File: config.mk
export PLATFORM = sky130hd
export DESIGN_NAME = kpg_top
export DESIGN_NICKNAME = d
export VERILOG_FILES = /design/src/kpg_pkg.sv /design/src/kpg_reg_if.sv /design/src/kpg_top.sv /design/src/kpg_bidir.sv /design/src/kpg_extint.sv
export VERILOG_INCLUDE_DIRS = /design/src /design/src/src
export SDC_FILE = /design/constraint.sdc
export NUM_CORES = 1
export LEC_CHECK = 0
export ABC_CLOCK_PERIOD_IN_PS = 3300
export BUFFER_PORTS_ARGS = -buffer_cell sky130_fd_sc_hd__buf_4
export CAP_MARGIN = 20
export CORE_MARGIN = 3
export CORE_UTILIZATION = 45
export CTS_CLUSTER_SIZE = 16
export DETAILED_ROUTE_END_ITERATION = 8
export GPL_TIMING_DRIVEN = 0
export PLACE_DENSITY = 0.69
export SLEW_MARGIN = 15
export SYNTH_ARGS = -nofsm -noshare
export SYNTH_HDL_FRONTEND = slang
export SYNTH_SLANG_ARGS = --single-unit
File: constraint.sdc
create_clock -name clk -period 3.3 [get_ports clk]
set_clock_uncertainty 0.1 [all_clocks]
set_input_delay 0.495 -clock clk [delete_from_list [all_inputs] [get_ports clk]]
set_output_delay 0.495 -clock clk [all_outputs]
set_load 0.01 [all_outputs]
File: src/kpg_cfg.svh
`ifndef KPG_CFG_SVH
`define KPG_CFG_SVH

// Nibble addresses in the control and port space
`define KPG_ADDR_LEVEL 8'h0f
`define KPG_ADDR_PULLUP 8'h17
`define KPG_ADDR_DIR 8'h27
`define KPG_ADDR_IRQ 8'h3e
`define KPG_ADDR_DATA 8'h6f
`define KPG_ADDR_KEY_A 8'h70
`define KPG_ADDR_KEY_B 8'h71
`define KPG_ADDR_DRV_C 8'h72
`define KPG_ADDR_DRV_D 8'h73

// Flag bit positions
`define KPG_BIT_IRQ 0
`define KPG_BIT_LEVEL 0

// Reset values
`define KPG_RST_DIR 4'h0
`define KPG_RST_PULLUP 4'hf
`define KPG_RST_LATCH 4'h0
`define KPG_RST_DRV 4'h0
`define KPG_RST_UNMAPPED 4'h0

`endif

File: src/kpg_pkg.sv
package kpg_pkg;
	typedef logic [7:0] kpg_addr_t;
	typedef logic [3:0] kpg_nib_t;

	// Source of the last read answer, kept for visibility in waves
	typedef enum logic [1:0] {
		kpg_src_none,
		kpg_src_port,
		kpg_src_flag
	} kpg_src_e;

	// Address match used by every register decoder
	function automatic logic kpg_hit(input kpg_addr_t addr, input kpg_addr_t offset);
		kpg_hit = (addr == offset);
	endfunction : kpg_hit
endpackage : kpg_pkg

File: src/kpg_reg_if.sv
// Write strobe with address and data, shared by the register owners
interface kpg_reg_if;
	logic wr;
	logic [7:0] addr;
	logic [3:0] wdata;

	modport source (output wr, output addr, output wdata);
	modport sink (input wr, input addr, input wdata);
endinterface : kpg_reg_if

File: src/kpg_top.sv
// How it works
// - Four port pins, direction bit one outputs
// - Reads give pin or latch; writes load latch
// - Each pull-up bit enables one pin pull-up
// - Pull-up stays on in output mode
// - Direction clears to input at reset
// - Latch drives pin as soon as output
// - Either interrupt edge sets pending flag
// - Level flag mirrors interrupt pin
// - Key input ports read pin levels
// - Low key input in standby requests release
// - Drive port C latch, low in standby/reset
// - Drive port D behaves like port C
`include "kpg_cfg.svh"

module kpg_top #(
	parameter int W = 4
) (
	// Clock and reset
	input wire logic clk,
	input wire logic rst_b,
	// Register file access
	input wire kpg_pkg::kpg_addr_t rf_addr,
	input wire logic rf_wr,
	input wire kpg_pkg::kpg_nib_t rf_wdata,
	input wire logic rf_rd,
	output kpg_pkg::kpg_nib_t rf_rdata,
	// Standby
	input wire logic standby,
	output logic standby_release,
	// Bidirectional port pins
	input wire logic [W-1:0] pe_in,
	output logic [W-1:0] pe_out,
	output logic [W-1:0] pe_oe_b,
	output logic [W-1:0] pe_pullup,
	// Key input pins
	input wire logic [W-1:0] ka_in,
	input wire logic [W-1:0] kb_in,
	// Key drive pins, open drain
	output logic [W-1:0] kc_out,
	output logic [W-1:0] kc_oe_b,
	output logic [W-1:0] kd_out,
	output logic [W-1:0] kd_oe_b,
	// External interrupt
	input wire logic int_pin,
	output logic int_pending
);
	import kpg_pkg::*;

	logic rst_s1_b;
	logic rst_sync_b;
	logic [W-1:0] ka_s1;
	logic [W-1:0] ka_s2;
	logic [W-1:0] kb_s1;
	logic [W-1:0] kb_s2;
	logic [W-1:0] drv_c;
	logic [W-1:0] drv_d;
	logic [W-1:0] bd_dir;
	logic [W-1:0] bd_pin_s2;
	logic [W-1:0] bd_rd_val;
	logic int_level;
	logic int_edge;
	logic key_low;
	kpg_src_e rd_src;

	kpg_reg_if rf_bus ();

	// Reset enters asynchronously, but is released on the clock
	always_ff @(posedge clk or negedge rst_b) begin
		if (!rst_b) begin
			rst_s1_b <= 1'b0;
			rst_sync_b <= 1'b0;
		end else begin
			rst_s1_b <= 1'b1;
			rst_sync_b <= rst_s1_b;
		end
	end

	// Write strobe shared with the two owners
	assign rf_bus.wr = rf_wr;
	assign rf_bus.addr = rf_addr;
	assign rf_bus.wdata = rf_wdata;

	// Bidirectional port
	kpg_bidir #(
		.W(W)
	) u_bidir (
		.clk(clk),
		.rst_sync_b(rst_sync_b),
		.rf(rf_bus),
		.pin_in(pe_in),
		.pin_out(pe_out),
		.pin_oe_b(pe_oe_b),
		.pu_en(pe_pullup),
		.dir(bd_dir),
		.pin_s2(bd_pin_s2),
		.rd_val(bd_rd_val)
	);

	// External interrupt pin
	kpg_extint u_int (
		.clk(clk),
		.rst_sync_b(rst_sync_b),
		.rf(rf_bus),
		.int_pin(int_pin),
		.level(int_level),
		.pending(int_pending),
		.edge_seen(int_edge)
	);

	// Key inputs are asynchronous pins, two stages each
	always_ff @(posedge clk or negedge rst_sync_b) begin
		if (!rst_sync_b) begin
			ka_s1 <= '1;
			ka_s2 <= '1;
			kb_s1 <= '1;
			kb_s2 <= '1;
		end else begin
			ka_s1 <= ka_in;
			ka_s2 <= ka_s1;
			kb_s1 <= kb_in;
			kb_s2 <= kb_s1;
		end
	end

	// Drive latches clear, so both ports pull low out of reset
	always_ff @(posedge clk or negedge rst_sync_b) begin
		if (!rst_sync_b) begin
			drv_c <= W'(`KPG_RST_DRV);
		end else if (rf_wr && kpg_hit(rf_addr, `KPG_ADDR_DRV_C)) begin
			drv_c <= rf_wdata[W-1:0];
		end
	end

	always_ff @(posedge clk or negedge rst_sync_b) begin
		if (!rst_sync_b) begin
			drv_d <= W'(`KPG_RST_DRV);
		end else if (rf_wr && kpg_hit(rf_addr, `KPG_ADDR_DRV_D)) begin
			drv_d <= rf_wdata[W-1:0];
		end
	end

	// Open drain: only a low is driven; standby forces every pin low.
	// Registered so the pins never glitch on decode changes.
	always_ff @(posedge clk or negedge rst_sync_b) begin
		if (!rst_sync_b) begin
			kc_out <= '0;
			kc_oe_b <= '0;
			kd_out <= '0;
			kd_oe_b <= '0;
		end else begin
			kc_out <= '0;
			kc_oe_b <= standby ? '0 : drv_c;
			kd_out <= '0;
			kd_oe_b <= standby ? '0 : drv_d;
		end
	end

	// Any low key return while in standby asks for wake-up
	assign key_low = ~(&ka_s2) | ~(&kb_s2);

	always_ff @(posedge clk or negedge rst_sync_b) begin
		if (!rst_sync_b) begin
			standby_release <= 1'b0;
		end else begin
			standby_release <= standby && key_low;
		end
	end

	// Read answer is held until the next read; unused addresses give 0
	always_ff @(posedge clk or negedge rst_sync_b) begin
		if (!rst_sync_b) begin
			rf_rdata <= `KPG_RST_UNMAPPED;
			rd_src <= kpg_src_none;
		end else if (rf_rd) begin
			rd_src <= kpg_src_port;
			if (kpg_hit(rf_addr, `KPG_ADDR_DATA)) begin
				rf_rdata <= bd_rd_val;
			end else if (kpg_hit(rf_addr, `KPG_ADDR_DIR)) begin
				rf_rdata <= bd_dir;
			end else if (kpg_hit(rf_addr, `KPG_ADDR_PULLUP)) begin
				rf_rdata <= pe_pullup;
			end else if (kpg_hit(rf_addr, `KPG_ADDR_KEY_A)) begin
				rf_rdata <= ka_s2;
			end else if (kpg_hit(rf_addr, `KPG_ADDR_KEY_B)) begin
				rf_rdata <= kb_s2;
			end else if (kpg_hit(rf_addr, `KPG_ADDR_DRV_C)) begin
				rf_rdata <= drv_c;
			end else if (kpg_hit(rf_addr, `KPG_ADDR_DRV_D)) begin
				rf_rdata <= drv_d;
			end else if (kpg_hit(rf_addr, `KPG_ADDR_IRQ)) begin
				rf_rdata <= {3'h0, int_pending};
				rd_src <= kpg_src_flag;
			end else if (kpg_hit(rf_addr, `KPG_ADDR_LEVEL)) begin
				rf_rdata <= {3'h0, int_level};
				rd_src <= kpg_src_flag;
			end else begin
				rf_rdata <= `KPG_RST_UNMAPPED;
				rd_src <= kpg_src_none;
			end
		end
	end
endmodule : kpg_top

File: src/kpg_bidir.sv
`include "kpg_cfg.svh"

module kpg_bidir #(
	parameter int W = 4
) (
	// Clock and synchronised reset
	input wire logic clk,
	input wire logic rst_sync_b,
	// Register writes
	kpg_reg_if.sink rf,
	// Pin side
	input wire logic [W-1:0] pin_in,
	output logic [W-1:0] pin_out,
	output logic [W-1:0] pin_oe_b,
	output logic [W-1:0] pu_en,
	// State for reads
	output logic [W-1:0] dir,
	output logic [W-1:0] pin_s2,
	output logic [W-1:0] rd_val
);
	import kpg_pkg::*;

	logic [W-1:0] pin_s1;

	// Pin levels cross into the clock domain through two stages
	always_ff @(posedge clk or negedge rst_sync_b) begin
		if (!rst_sync_b) begin
			pin_s1 <= '0;
			pin_s2 <= '0;
		end else begin
			pin_s1 <= pin_in;
			pin_s2 <= pin_s1;
		end
	end

	// Direction and enable move on the same edge, so a bit turned to
	// output drives its existing latch value at once
	always_ff @(posedge clk or negedge rst_sync_b) begin
		if (!rst_sync_b) begin
			dir <= W'(`KPG_RST_DIR);
			pin_oe_b <= ~W'(`KPG_RST_DIR);
		end else if (rf.wr && kpg_hit(rf.addr, `KPG_ADDR_DIR)) begin
			dir <= rf.wdata[W-1:0];
			pin_oe_b <= ~rf.wdata[W-1:0];
		end
	end

	// Pull-up only follows its own register, never the direction
	always_ff @(posedge clk or negedge rst_sync_b) begin
		if (!rst_sync_b) begin
			pu_en <= W'(`KPG_RST_PULLUP);
		end else if (rf.wr && kpg_hit(rf.addr, `KPG_ADDR_PULLUP)) begin
			pu_en <= rf.wdata[W-1:0];
		end
	end

	// Output latch is written in either mode
	always_ff @(posedge clk or negedge rst_sync_b) begin
		if (!rst_sync_b) begin
			pin_out <= W'(`KPG_RST_LATCH);
		end else if (rf.wr && kpg_hit(rf.addr, `KPG_ADDR_DATA)) begin
			pin_out <= rf.wdata[W-1:0];
		end
	end

	// Read mixes latch for outputs and pin level for inputs
	assign rd_val = (dir & pin_out) | (~dir & pin_s2);
endmodule : kpg_bidir

File: src/kpg_extint.sv
`include "kpg_cfg.svh"

module kpg_extint (
	// Clock and synchronised reset
	input wire logic clk,
	input wire logic rst_sync_b,
	// Register writes
	kpg_reg_if.sink rf,
	// Interrupt pin
	input wire logic int_pin,
	// Flags
	output logic level,
	output logic pending,
	output logic edge_seen
);
	import kpg_pkg::*;

	logic int_s1;

	// Two stages of synchronisation, a third for the previous level
	always_ff @(posedge clk or negedge rst_sync_b) begin
		if (!rst_sync_b) begin
			int_s1 <= 1'b0;
			level <= 1'b0;
		end else begin
			int_s1 <= int_pin;
			level <= int_s1;
		end
	end

	// Level lags one stage behind, so the edge term lasts one cycle
	logic level_d;
	always_ff @(posedge clk or negedge rst_sync_b) begin
		if (!rst_sync_b) begin
			level_d <= 1'b0;
		end else begin
			level_d <= level;
		end
	end
	assign edge_seen = level ^ level_d;

	// An edge in the clearing cycle still sets the flag
	always_ff @(posedge clk or negedge rst_sync_b) begin
		if (!rst_sync_b) begin
			pending <= 1'b0;
		end else if (edge_seen) begin
			pending <= 1'b1;
		end else if (rf.wr && kpg_hit(rf.addr, `KPG_ADDR_IRQ)) begin
			pending <= rf.wdata[`KPG_BIT_IRQ];
		end
	end
endmodule : kpg_extint

# After elaboration in Yosys (flattened, before gate mapping)
# Cells that the tools add are included.
# classes
n_eq_ne	9
muxes	13
n_bitwise	9
n_reduce_logical	10
# op_table
cell	count
8-bit by 7-bit equality test with 1-bit output, second input constant	5
4-bit 2-to-1 mux	9
8-bit by 6-bit equality test with 1-bit output, second input constant	2
4-bit AND	2
8-bit by 4-bit equality test with 1-bit output, second input constant	1
8-bit by 5-bit equality test with 1-bit output, second input constant	1
4-bit inverter	2
4-bit AND reduction	2
1-bit logical AND	7
1-bit 2-to-1 mux	4
4-bit OR	1
1-bit inverter	2
2-bit nonzero test	1
1-bit OR	1
1-bit XOR	1
# totals
reg_bits	67
inputBits	30
word_cells	63

# Longest topological paths before layout
# Gate-level depths: netlist (run 1).
# depth
depth_word	10
mapped_depth	5
depth_no_buf	4

# Modules after synthesis
# A second synthesis (run 1) with hierarchy kept.
# unflattened
cells_unflattened	202
area_unflattened_um2	2911.5
# modules_own_cells
module	area_per_inst_um2	seq_area_each_um2	cells_each	n_inst
kpg_top	1769.2	996.0	135	1
kpg_bidir	984.7	610.6	56	1
kpg_extint	157.7	100.1	11	1

# Worst setup path before layout (run 1)
# Ideal clock, no wire load.
# synth_timing
path_type	input -> register
startpoint	in rf_addr[0]
endpoint	reg rf_rdata[3]
setup_slack_ns	1.527
arrival_ns	1.547
setup_time_ns	0.126
n_path_buf	1
cell_stages	4
cell_sequence	buf_6 mux4_2 a21o_1 a221o_1
# synth_via
elab_chain_cells	8
# synth_lines
item	line	rtl
start, declared	kpg_top.sv:23	input wire kpg_pkg::kpg_addr_t rf_addr,
8-bit by 7-bit equality test with 1-bit output	kpg_pkg.sv:14	kpg_hit = (addr == offset);
4-bit 2-to-1 mux	kpg_top.sv:189	end else if (kpg_hit(rf_addr, `KPG_ADDR_DRV_D)) begin
4-bit 2-to-1 mux	kpg_top.sv:187	end else if (kpg_hit(rf_addr, `KPG_ADDR_DRV_C)) begin
4-bit 2-to-1 mux	kpg_top.sv:185	end else if (kpg_hit(rf_addr, `KPG_ADDR_KEY_B)) begin
4-bit 2-to-1 mux	kpg_top.sv:183	end else if (kpg_hit(rf_addr, `KPG_ADDR_KEY_A)) begin
4-bit 2-to-1 mux	kpg_top.sv:181	end else if (kpg_hit(rf_addr, `KPG_ADDR_PULLUP)) begin
4-bit 2-to-1 mux	kpg_top.sv:179	end else if (kpg_hit(rf_addr, `KPG_ADDR_DIR)) begin
4-bit 2-to-1 mux (*)	kpg_top.sv:177	if (kpg_hit(rf_addr, `KPG_ADDR_DATA)) begin
end signal, assigned	kpg_top.sv:178	rf_rdata <= bd_rd_val;
end signal, assigned	kpg_top.sv:180	rf_rdata <= bd_dir;
end signal, assigned	kpg_top.sv:182	rf_rdata <= pe_pullup;
end, declared	kpg_top.sv:27	output kpg_pkg::kpg_nib_t rf_rdata,
# Mark *: on every way between the ends. The rest lies on a longest branch, timed or not.
# A chain may end at the register's enable or synchronous reset.

# Worst setup path in the final report (run 1)
# layout_timing
startpoint	in rf_addr[1]
endpoint	reg rf_rdata[0]
# layout_via
elab_chain_cells	10
# layout_lines
item	line	rtl
8-bit by 4-bit equality test with 1-bit output	kpg_pkg.sv:14	
1-bit 2-to-1 mux	kpg_top.sv:194	end else if (kpg_hit(rf_addr, `KPG_ADDR_LEVEL)) begin
1-bit 2-to-1 mux	kpg_top.sv:191	end else if (kpg_hit(rf_addr, `KPG_ADDR_IRQ)) begin
4-bit 2-to-1 mux	kpg_top.sv:189	
4-bit 2-to-1 mux	kpg_top.sv:187	
4-bit 2-to-1 mux	kpg_top.sv:185	
4-bit 2-to-1 mux	kpg_top.sv:183	
4-bit 2-to-1 mux	kpg_top.sv:181	
4-bit 2-to-1 mux	kpg_top.sv:179	
4-bit 2-to-1 mux (*)	kpg_top.sv:177	
# Marked as above.

==> metrics, run 1 <==
Slowest-stage cell, CP nor3_1; nets 294; antenna violations before repair 0; Initial Util 0.479; core area 5640 µm²; Area Growth Syn to Fin 26.8%; reg2reg path depth 4; unrepaired setup endpoints after global routing false; Power Total 1.60 mW; crit path DAT 1.88 ns; share of layout cells above drive strength 1 0.502; HP Start pe_in[2]; CTS tree done; Skew-Pair Late Insertion Delay 0.34 ns; clk sinks 67; largest family of logic cells by synthesized area simple AND/OR/NAND/NOR gates; Synth async-reset ratio 1.00; Hold EP u_bidir.pin_s1[2]$_DFF_PN0_; Worst VDD drop 0.312 mV; Max Cap Viol 0; CP required 3.45 ns; DPL Wire Length 3940 µm; most instantiated cells after synthesis 43 x dfrtp_1, 24 x dfstp_2, 21 x mux2_2, 11 x nor2b_1, 9 x buf_4; Syn Inst Count 190; WL/cell 15.9 µm; Syn. warnings 0; Die Ht 83.5 µm; Yosys top cell by area dfrtp_1; I/O Pins 64; simple logic cell fraction of the synthesized area 0.133; Seq/Total Area, Yosys 0.631; FP Rows 27; power per standard cell area 468 nW/µm²; crit path launch type primary input; area fraction of the dominant cell type after synthesis 0.398; crit path capture type flip-flop; Final Hold Fails 0; setup TNS 0 ns; Setup CP Type in2reg; syn avg cell area 14.2 µm²; H-tree level count 3; fmax 580 MHz; Vias/cell 5.15; GR Overflow Total 0; post-synthesis xor/xnor area fraction 0.00324; Total Routing Usage GR 0.161; DRC errors left 0; post-synthesis mux area share 0.123; final RePlAce weighted congestion 0.902; Post-Synth Adder-Cell Area 0; Worst slew margin 0.581; CP Buf/Inv Count 2; critical path peak fanout 10; leakage 1.62 nW; vias in the first global route 1727; Hold Path Class in2reg; first-pass GRT wire length 8600 µm; Hold Path Cell Cnt 1; final wirelength 5420 µm; Root Buffer clkbuf_8; Die W 83.5 µm; DRT Pass-1 Iters 4; Cell variety after synth 54; # setup viols final 0; cell mode on critical path buf_4; flops & latches, synth 67; initial drt markers 96; Synth area leaders dfrtp_1 40%, dfstp_2 23%, mux2_2 8.8%; buffer depth of the longest clock path 2; clk slew on worst S/H paths 0.07 ns; Fill cells 457; Reg2Reg Capture Point rf_rdata[2]$_DFFE_PN0P_; Slew @ Worst Pin 0.624 ns; Vias 1755; die area 6970 µm²; EDFF count, synth 0; number of CTS-inserted buffers 9; Crit Reg-Reg Startpoint drv_c[2]$_DFFE_PN0P_; CP max stage delay 0.55 ns; Resized cells post-CTS 0; R2R Setup Slk 1.61 ns; # diodes 0; post-synthesis compound-gate area fraction 0.0718; DRT antenna net count 0; fin crit period 1.72 ns; outcome complete, no violations; fin. max-slew vios 0; largest net degree at the start of global routing 65; count leader, synth dfrtp_1; cell family with most CP delay simple AND/OR/NAND/NOR gates; Tcrit/Tclk final 0.523; Buffers on Ports 54; Mapped Area 2700 µm²; prevailing post-synth register cell dfrtp_1; sequence of cells on the critical path buf_4 -> buf_4 -> nand4b_1 -> nor3_1 -> o21ai_0 -> a41oi_1
worst max path at each step:
stage	startpoint	endpoint	cells past startpoint
finish	rf_addr[1]	rf_rdata[0]$_DFFE_PN0P_	6
global route	rf_addr[1]	rf_rdata[0]$_DFFE_PN0P_	6
CTS	drv_c[2]$_DFFE_PN0P_	rf_rdata[2]$_DFFE_PN0P_	4
detailed placement	rf_addr[7]	rf_rdata[0]$_DFFE_PN0P_	5
global placement	rst_sync_b$_DFF_PN0_	kd_oe_b[2]$_DFF_PN0_	0
floorplan	rst_sync_b$_DFF_PN0_	drv_c[0]$_DFFE_PN0P_	0
timing repair:
action | in CTS | in global routing
hold buffers | 1 | 0
setup buffers | 0 | 0
endpoints found under the hold margin | 2 | 0
through the flow:
stage                     worst slack [ns]  hold WS (ns)  std cells   util  cell area [µm²]
after global routing                  1.48         0.141        341  0.607             3430
after global placement               0.613         0.178        323  0.572             3220
final                                 1.58         0.157        341  0.607             3430
after CTS                             1.63         0.140        341  0.607             3430
after detailed placement              1.30         0.177        324  0.577             3260
after floorplan                       1.24        0.0994        197      -             2730
area by class of cell:
cell class / instances / area, µm² / share of cell area
flip-flops and latches: 67 / 1710 / 0.499
multi-input cells: 116 / 928 / 0.271
repair buffers: 56 / 443 / 0.129
clock buffers: 10 / 128 / 0.0373
well taps: 72 / 90.1 / 0.0263
plain buffers: 11 / 82.6 / 0.0241
clock inverters: 6 / 32.5 / 0.00950
inverters: 3 / 11.3 / 0.00329
worst reg2reg max path, stage by stage (launching register included):
cell and delay, ns:
dfrtp_1 0.39, mux4_1 0.49, and3_1 0.21, a211oi_1 0.27, o31ai_1 0.10
power breakdown:
group          total (mW)  internal [mW]  leakage (nW)  switching [mW]
combinational       0.152         0.0795         0.729          0.0727
sequential          0.892          0.871         0.806          0.0210
clock               0.557          0.265        0.0856           0.292
cells by family (layout without fill, tap and decap cells):
| logic type | Yosys count | in the layout |
|---|---|---|
| flops | 67 | 67 |
| compound gates | 26 | 26 |
| mux | 26 | 26 |
| simple gates | 54 | 54 |
| other cells | 2 | 9 |
| xor+xnor | 1 | 1 |
| buf+inv | 14 | 86 |
placed cells by master, fill, tap and decap left out, types with 3 or more instances in the layout:
| master | count |
|---|---|
| nor2_1 | 4 |
| mux2_2 | 21 |
| nand3_1 | 4 |
| buf_4 | 63 |
| nand4_1 | 4 |
| nand2_1 | 8 |
| clkinv_2 | 5 |
| conb_1 | 9 |
| clkbuf_8 | 9 |
| dfstp_2 | 24 |
| dfrtp_1 | 42 |
| inv_1 | 3 |
| o21ai_0 | 5 |
| nor2b_1 | 11 |
metal layers:
layer,wire [µm],part of all wire,track usage,up-vias
met5,0,0,0,-
met4,158,0.029,0.0921,0
met3,351,0.065,0.0424,11
met2,2520,0.46,0.243,61
met1,2390,0.44,0.209,855
li1,-,-,-,828
(Power assumes the default switching activity.)
==> inputs of run 2 (changes only) <==
ABC_AREA = 1   (was unset)
ABC_CLOCK_PERIOD_IN_PS = 1600   (was 3300)
clock period = 1.6 ns   (was 3.3 ns; I/O delays follow)
==> metrics, run 2 <==
hold slack 0.0922 ns (-0.0649 ns); Synth async-reset ratio 1.00 (unchanged); vias in the first global route 1996 (+16%); Syn. warnings 0 (unchanged); prevailing post-synth register cell dfrtp_1; CTS tree done; Hold Path Class in2reg; initial drt markers 186 (+94%); Vias/cell 4.72 (-8.4%); Reg2Reg Capture Point rf_rdata[0]$_DFFE_PN0P_; Resized cells post-CTS 0 (unchanged); clk slew on worst S/H paths 0.08 ns (about the same); fin. max-slew vios 0 (unchanged); Die Ht 84.1 µm (+0.69%); final setup margin 0.234 ns (-1.34 ns); first-pass GRT wire length 9540 µm (+11%); flops & latches, synth 67 (unchanged); DPL Wire Length 4030 µm (+2.2%); WL/cell 12.5 µm (-21%); area fraction of the dominant cell type after synthesis 0.392 (-0.00581); I/O Pins 64 (unchanged); buffer depth of the longest clock path 2 (unchanged); EDFF count, synth 0 (unchanged); commonest cells after routing, fill and taps aside 62 x buf_4, 57 x nand2_1, 42 x dfrtp_1; Setup CP Type reg2out; number of CTS-inserted buffers 9 (unchanged); Die W 84.1 µm (+0.69%); final wirelength 5590 µm (+3.2%); Fill cells 475 (+3.9%); Initial Util 0.480 (+0.00134); crit path launch type flip-flop; DRT antenna net count 0 (unchanged); Mapped Area 2740 µm² (+1.5%); post-synthesis xor/xnor area fraction 0.00319 (-0.0000473); CP Buf/Inv Count 1 (-1); die area 7070 µm² (+1.4%); Tcrit/Tclk final 0.854; unrepaired setup endpoints after global routing false; Syn Inst Count 279 (+47%); Area Growth Syn to Fin 33.1%; most instantiated cells after synthesis 57 x nand2_1, 43 x dfrtp_1, 35 x inv_1; Yosys top cell by area dfrtp_1; most used routing layer met2; met3 GRT Util 0.0573 (+0.0148); fin crit period 1.37 ns; Finished Layout Cells 446 (+31%); nets 399 (+36%); crit path capture type output pin; Vias 2103 (+20%); power per standard cell area 970 nW/µm² (+110%); Cell variety after synth 27 (-50%); H-tree level count 3 (unchanged); count leader, synth nand2_1; Crit Reg-Reg Startpoint drv_d[0]$_DFFE_PN0P_; Worst slew margin 0.473 (-0.107); setup TNS 0 ns (unchanged); largest family of logic cells by synthesized area simple AND/OR/NAND/NOR gates; met2 GRT Util 0.253 (+0.00979); Max Cap Viol 0 (unchanged); Seq/Total Area, Yosys 0.622 (-0.00922); core area 5710 µm² (+1.2%); Inst Count DP 412 (+27%); DRT Pass-1 Iters 5 (+1); Critical Path Start u_bidir.pu_en[3]$_DFFE_PN1P_; # setup viols final 0 (unchanged); pre-CTS setup slack 0.0990 ns (-1.20 ns); R2R Setup Slk 0.31 ns (-1.30 ns); most common cell after layout, fill and taps aside buf_4; Root Buffer clkbuf_8; GR Overflow Total 0 (unchanged); reg2reg path depth 8 (+4); Slew @ Worst Pin 0.790 ns (+0.166 ns); critical path peak fanout 3 (-7); outcome complete, no violations; crit path DAT 1.03 ns (-0.85 ns); HP Start rf_rd; Buffers on Ports 54 (unchanged); Total Routing Usage GR 0.171 (+0.0106); FP Rows 27 (unchanged); Synth area leaders dfrtp_1 39%, dfstp_2 23%, nand2_1 7.8%; Skew-Pair Late Insertion Delay 0.35 ns (about the same); share of layout cells above drive strength 1 0.342 (-0.160); leakage 1.80 nW (+11%); CP max stage delay 0.56 ns (about the same); Final Hold Fails 0 (unchanged); post-synthesis mux area share 0.00411 (-0.119); simple logic cell fraction of the synthesized area 0.204 (+0.0706); antenna violations before repair 0 (unchanged); Final Core Density 0.639 (+0.0323); Post-Synth Adder-Cell Area 0 (unchanged); CP required 1.26 ns (-2.19 ns); Hold EP rf_rdata[0]$_DFFE_PN0P_; syn avg cell area 9.83 µm² (-31%); Slowest-stage cell, CP dfstp_2; post-synthesis compound-gate area fraction 0.0812 (+0.00945); sequence of cells on the critical path buf_4; Hold Path Cell Cnt 3 (+2); DRC errors left 0 (unchanged); met1 Resource Use GR 0.237 (+0.0280); cell family with most CP delay flip-flops; # diodes 0 (unchanged); final RePlAce weighted congestion 0.880 (-2.4%); fmax 732 MHz; largest net degree at the start of global routing 66 (+1.5%); Worst VDD drop 0.611 mV (+96%); clk sinks 67 (unchanged)
## run 2: cell count changes after synthesis, sizes merged, moves of 3 or more
| cell | before | now |
|---|---|---|
| nand2 | 8 | 63 |
| inv | 3 | 36 |
| o21ai | 5 | 34 |
| nor2 | 4 | 26 |
| mux2 | 21 | 1 |
| nand3 | 4 | 24 |
| nor2b | 11 | 0 |
| mux4 | 3 | 0 |
## run 2: what timing repair did
action                    CTS  global route
hold endpoints to repair   19             0
buffers inserted            0             0
hold buffers               18             0
## run 2: per-stage QoR
step                      cell area, µm²  total power, mW
after CTS                           3650             3.59
after detailed placement            3270             2.16
after global placement              3270             2.15
after floorplan                     2770             2.01
final                               3650             3.54
after global routing                3650             3.73
## run 2: worst max-delay path by stage
stage                             endpoint  depth (start not counted)  slack, ns
2_1_floorplan         drv_c[0]$_DFFE_PN0P_                          0       0.38
3_3_place_gp   u_bidir.pin_s1[3]$_DFF_PN0_                          0       0.03
3_5_place_dp       rf_rdata[0]$_DFFE_PN0P_                         11        0.1
4_1_cts                       pe_pullup[1]                          1       0.22
5_1_grt                       pe_pullup[1]                          1       0.20
6_report                      pe_pullup[3]                          1       0.23
## run 2: logic make-up after synthesis
group                  count (synthesis)
AO/OA/AOI/OAI                         38
XOR/XNOR                               1
buffers and inverters                 48
flip-flops                            67
multiplexers                           1
other                                  2
AND/OR/NAND/NOR                      122
## run 2: routing by layer
metal  part of all wire  vias up
met5                  0        -
met3              0.070       10
li1                   -     1044
met4              0.013        0
met2               0.47       77
met1               0.45      972
## run 2: area by class of cell
cell class,instances,area (µm²),share of cell area
sequential,67,1710,0.468
multi-input combinational,171,836,0.229
timing repair buffer,72,586,0.160
clock buffer,10,149,0.0408
inverter,37,140,0.0384
tap,72,90.1,0.0247
buffer,11,86.3,0.0236
clock inverter,6,53.8,0.0147
## run 2: power by group
part           switching, mW  total [mW]  internal, mW  leakage [nW]
clock                  0.699        1.38         0.682         0.101
sequential            0.0714        1.87          1.79         0.807
combinational          0.138       0.295         0.157         0.896
total                  0.908        3.54          2.63          1.80
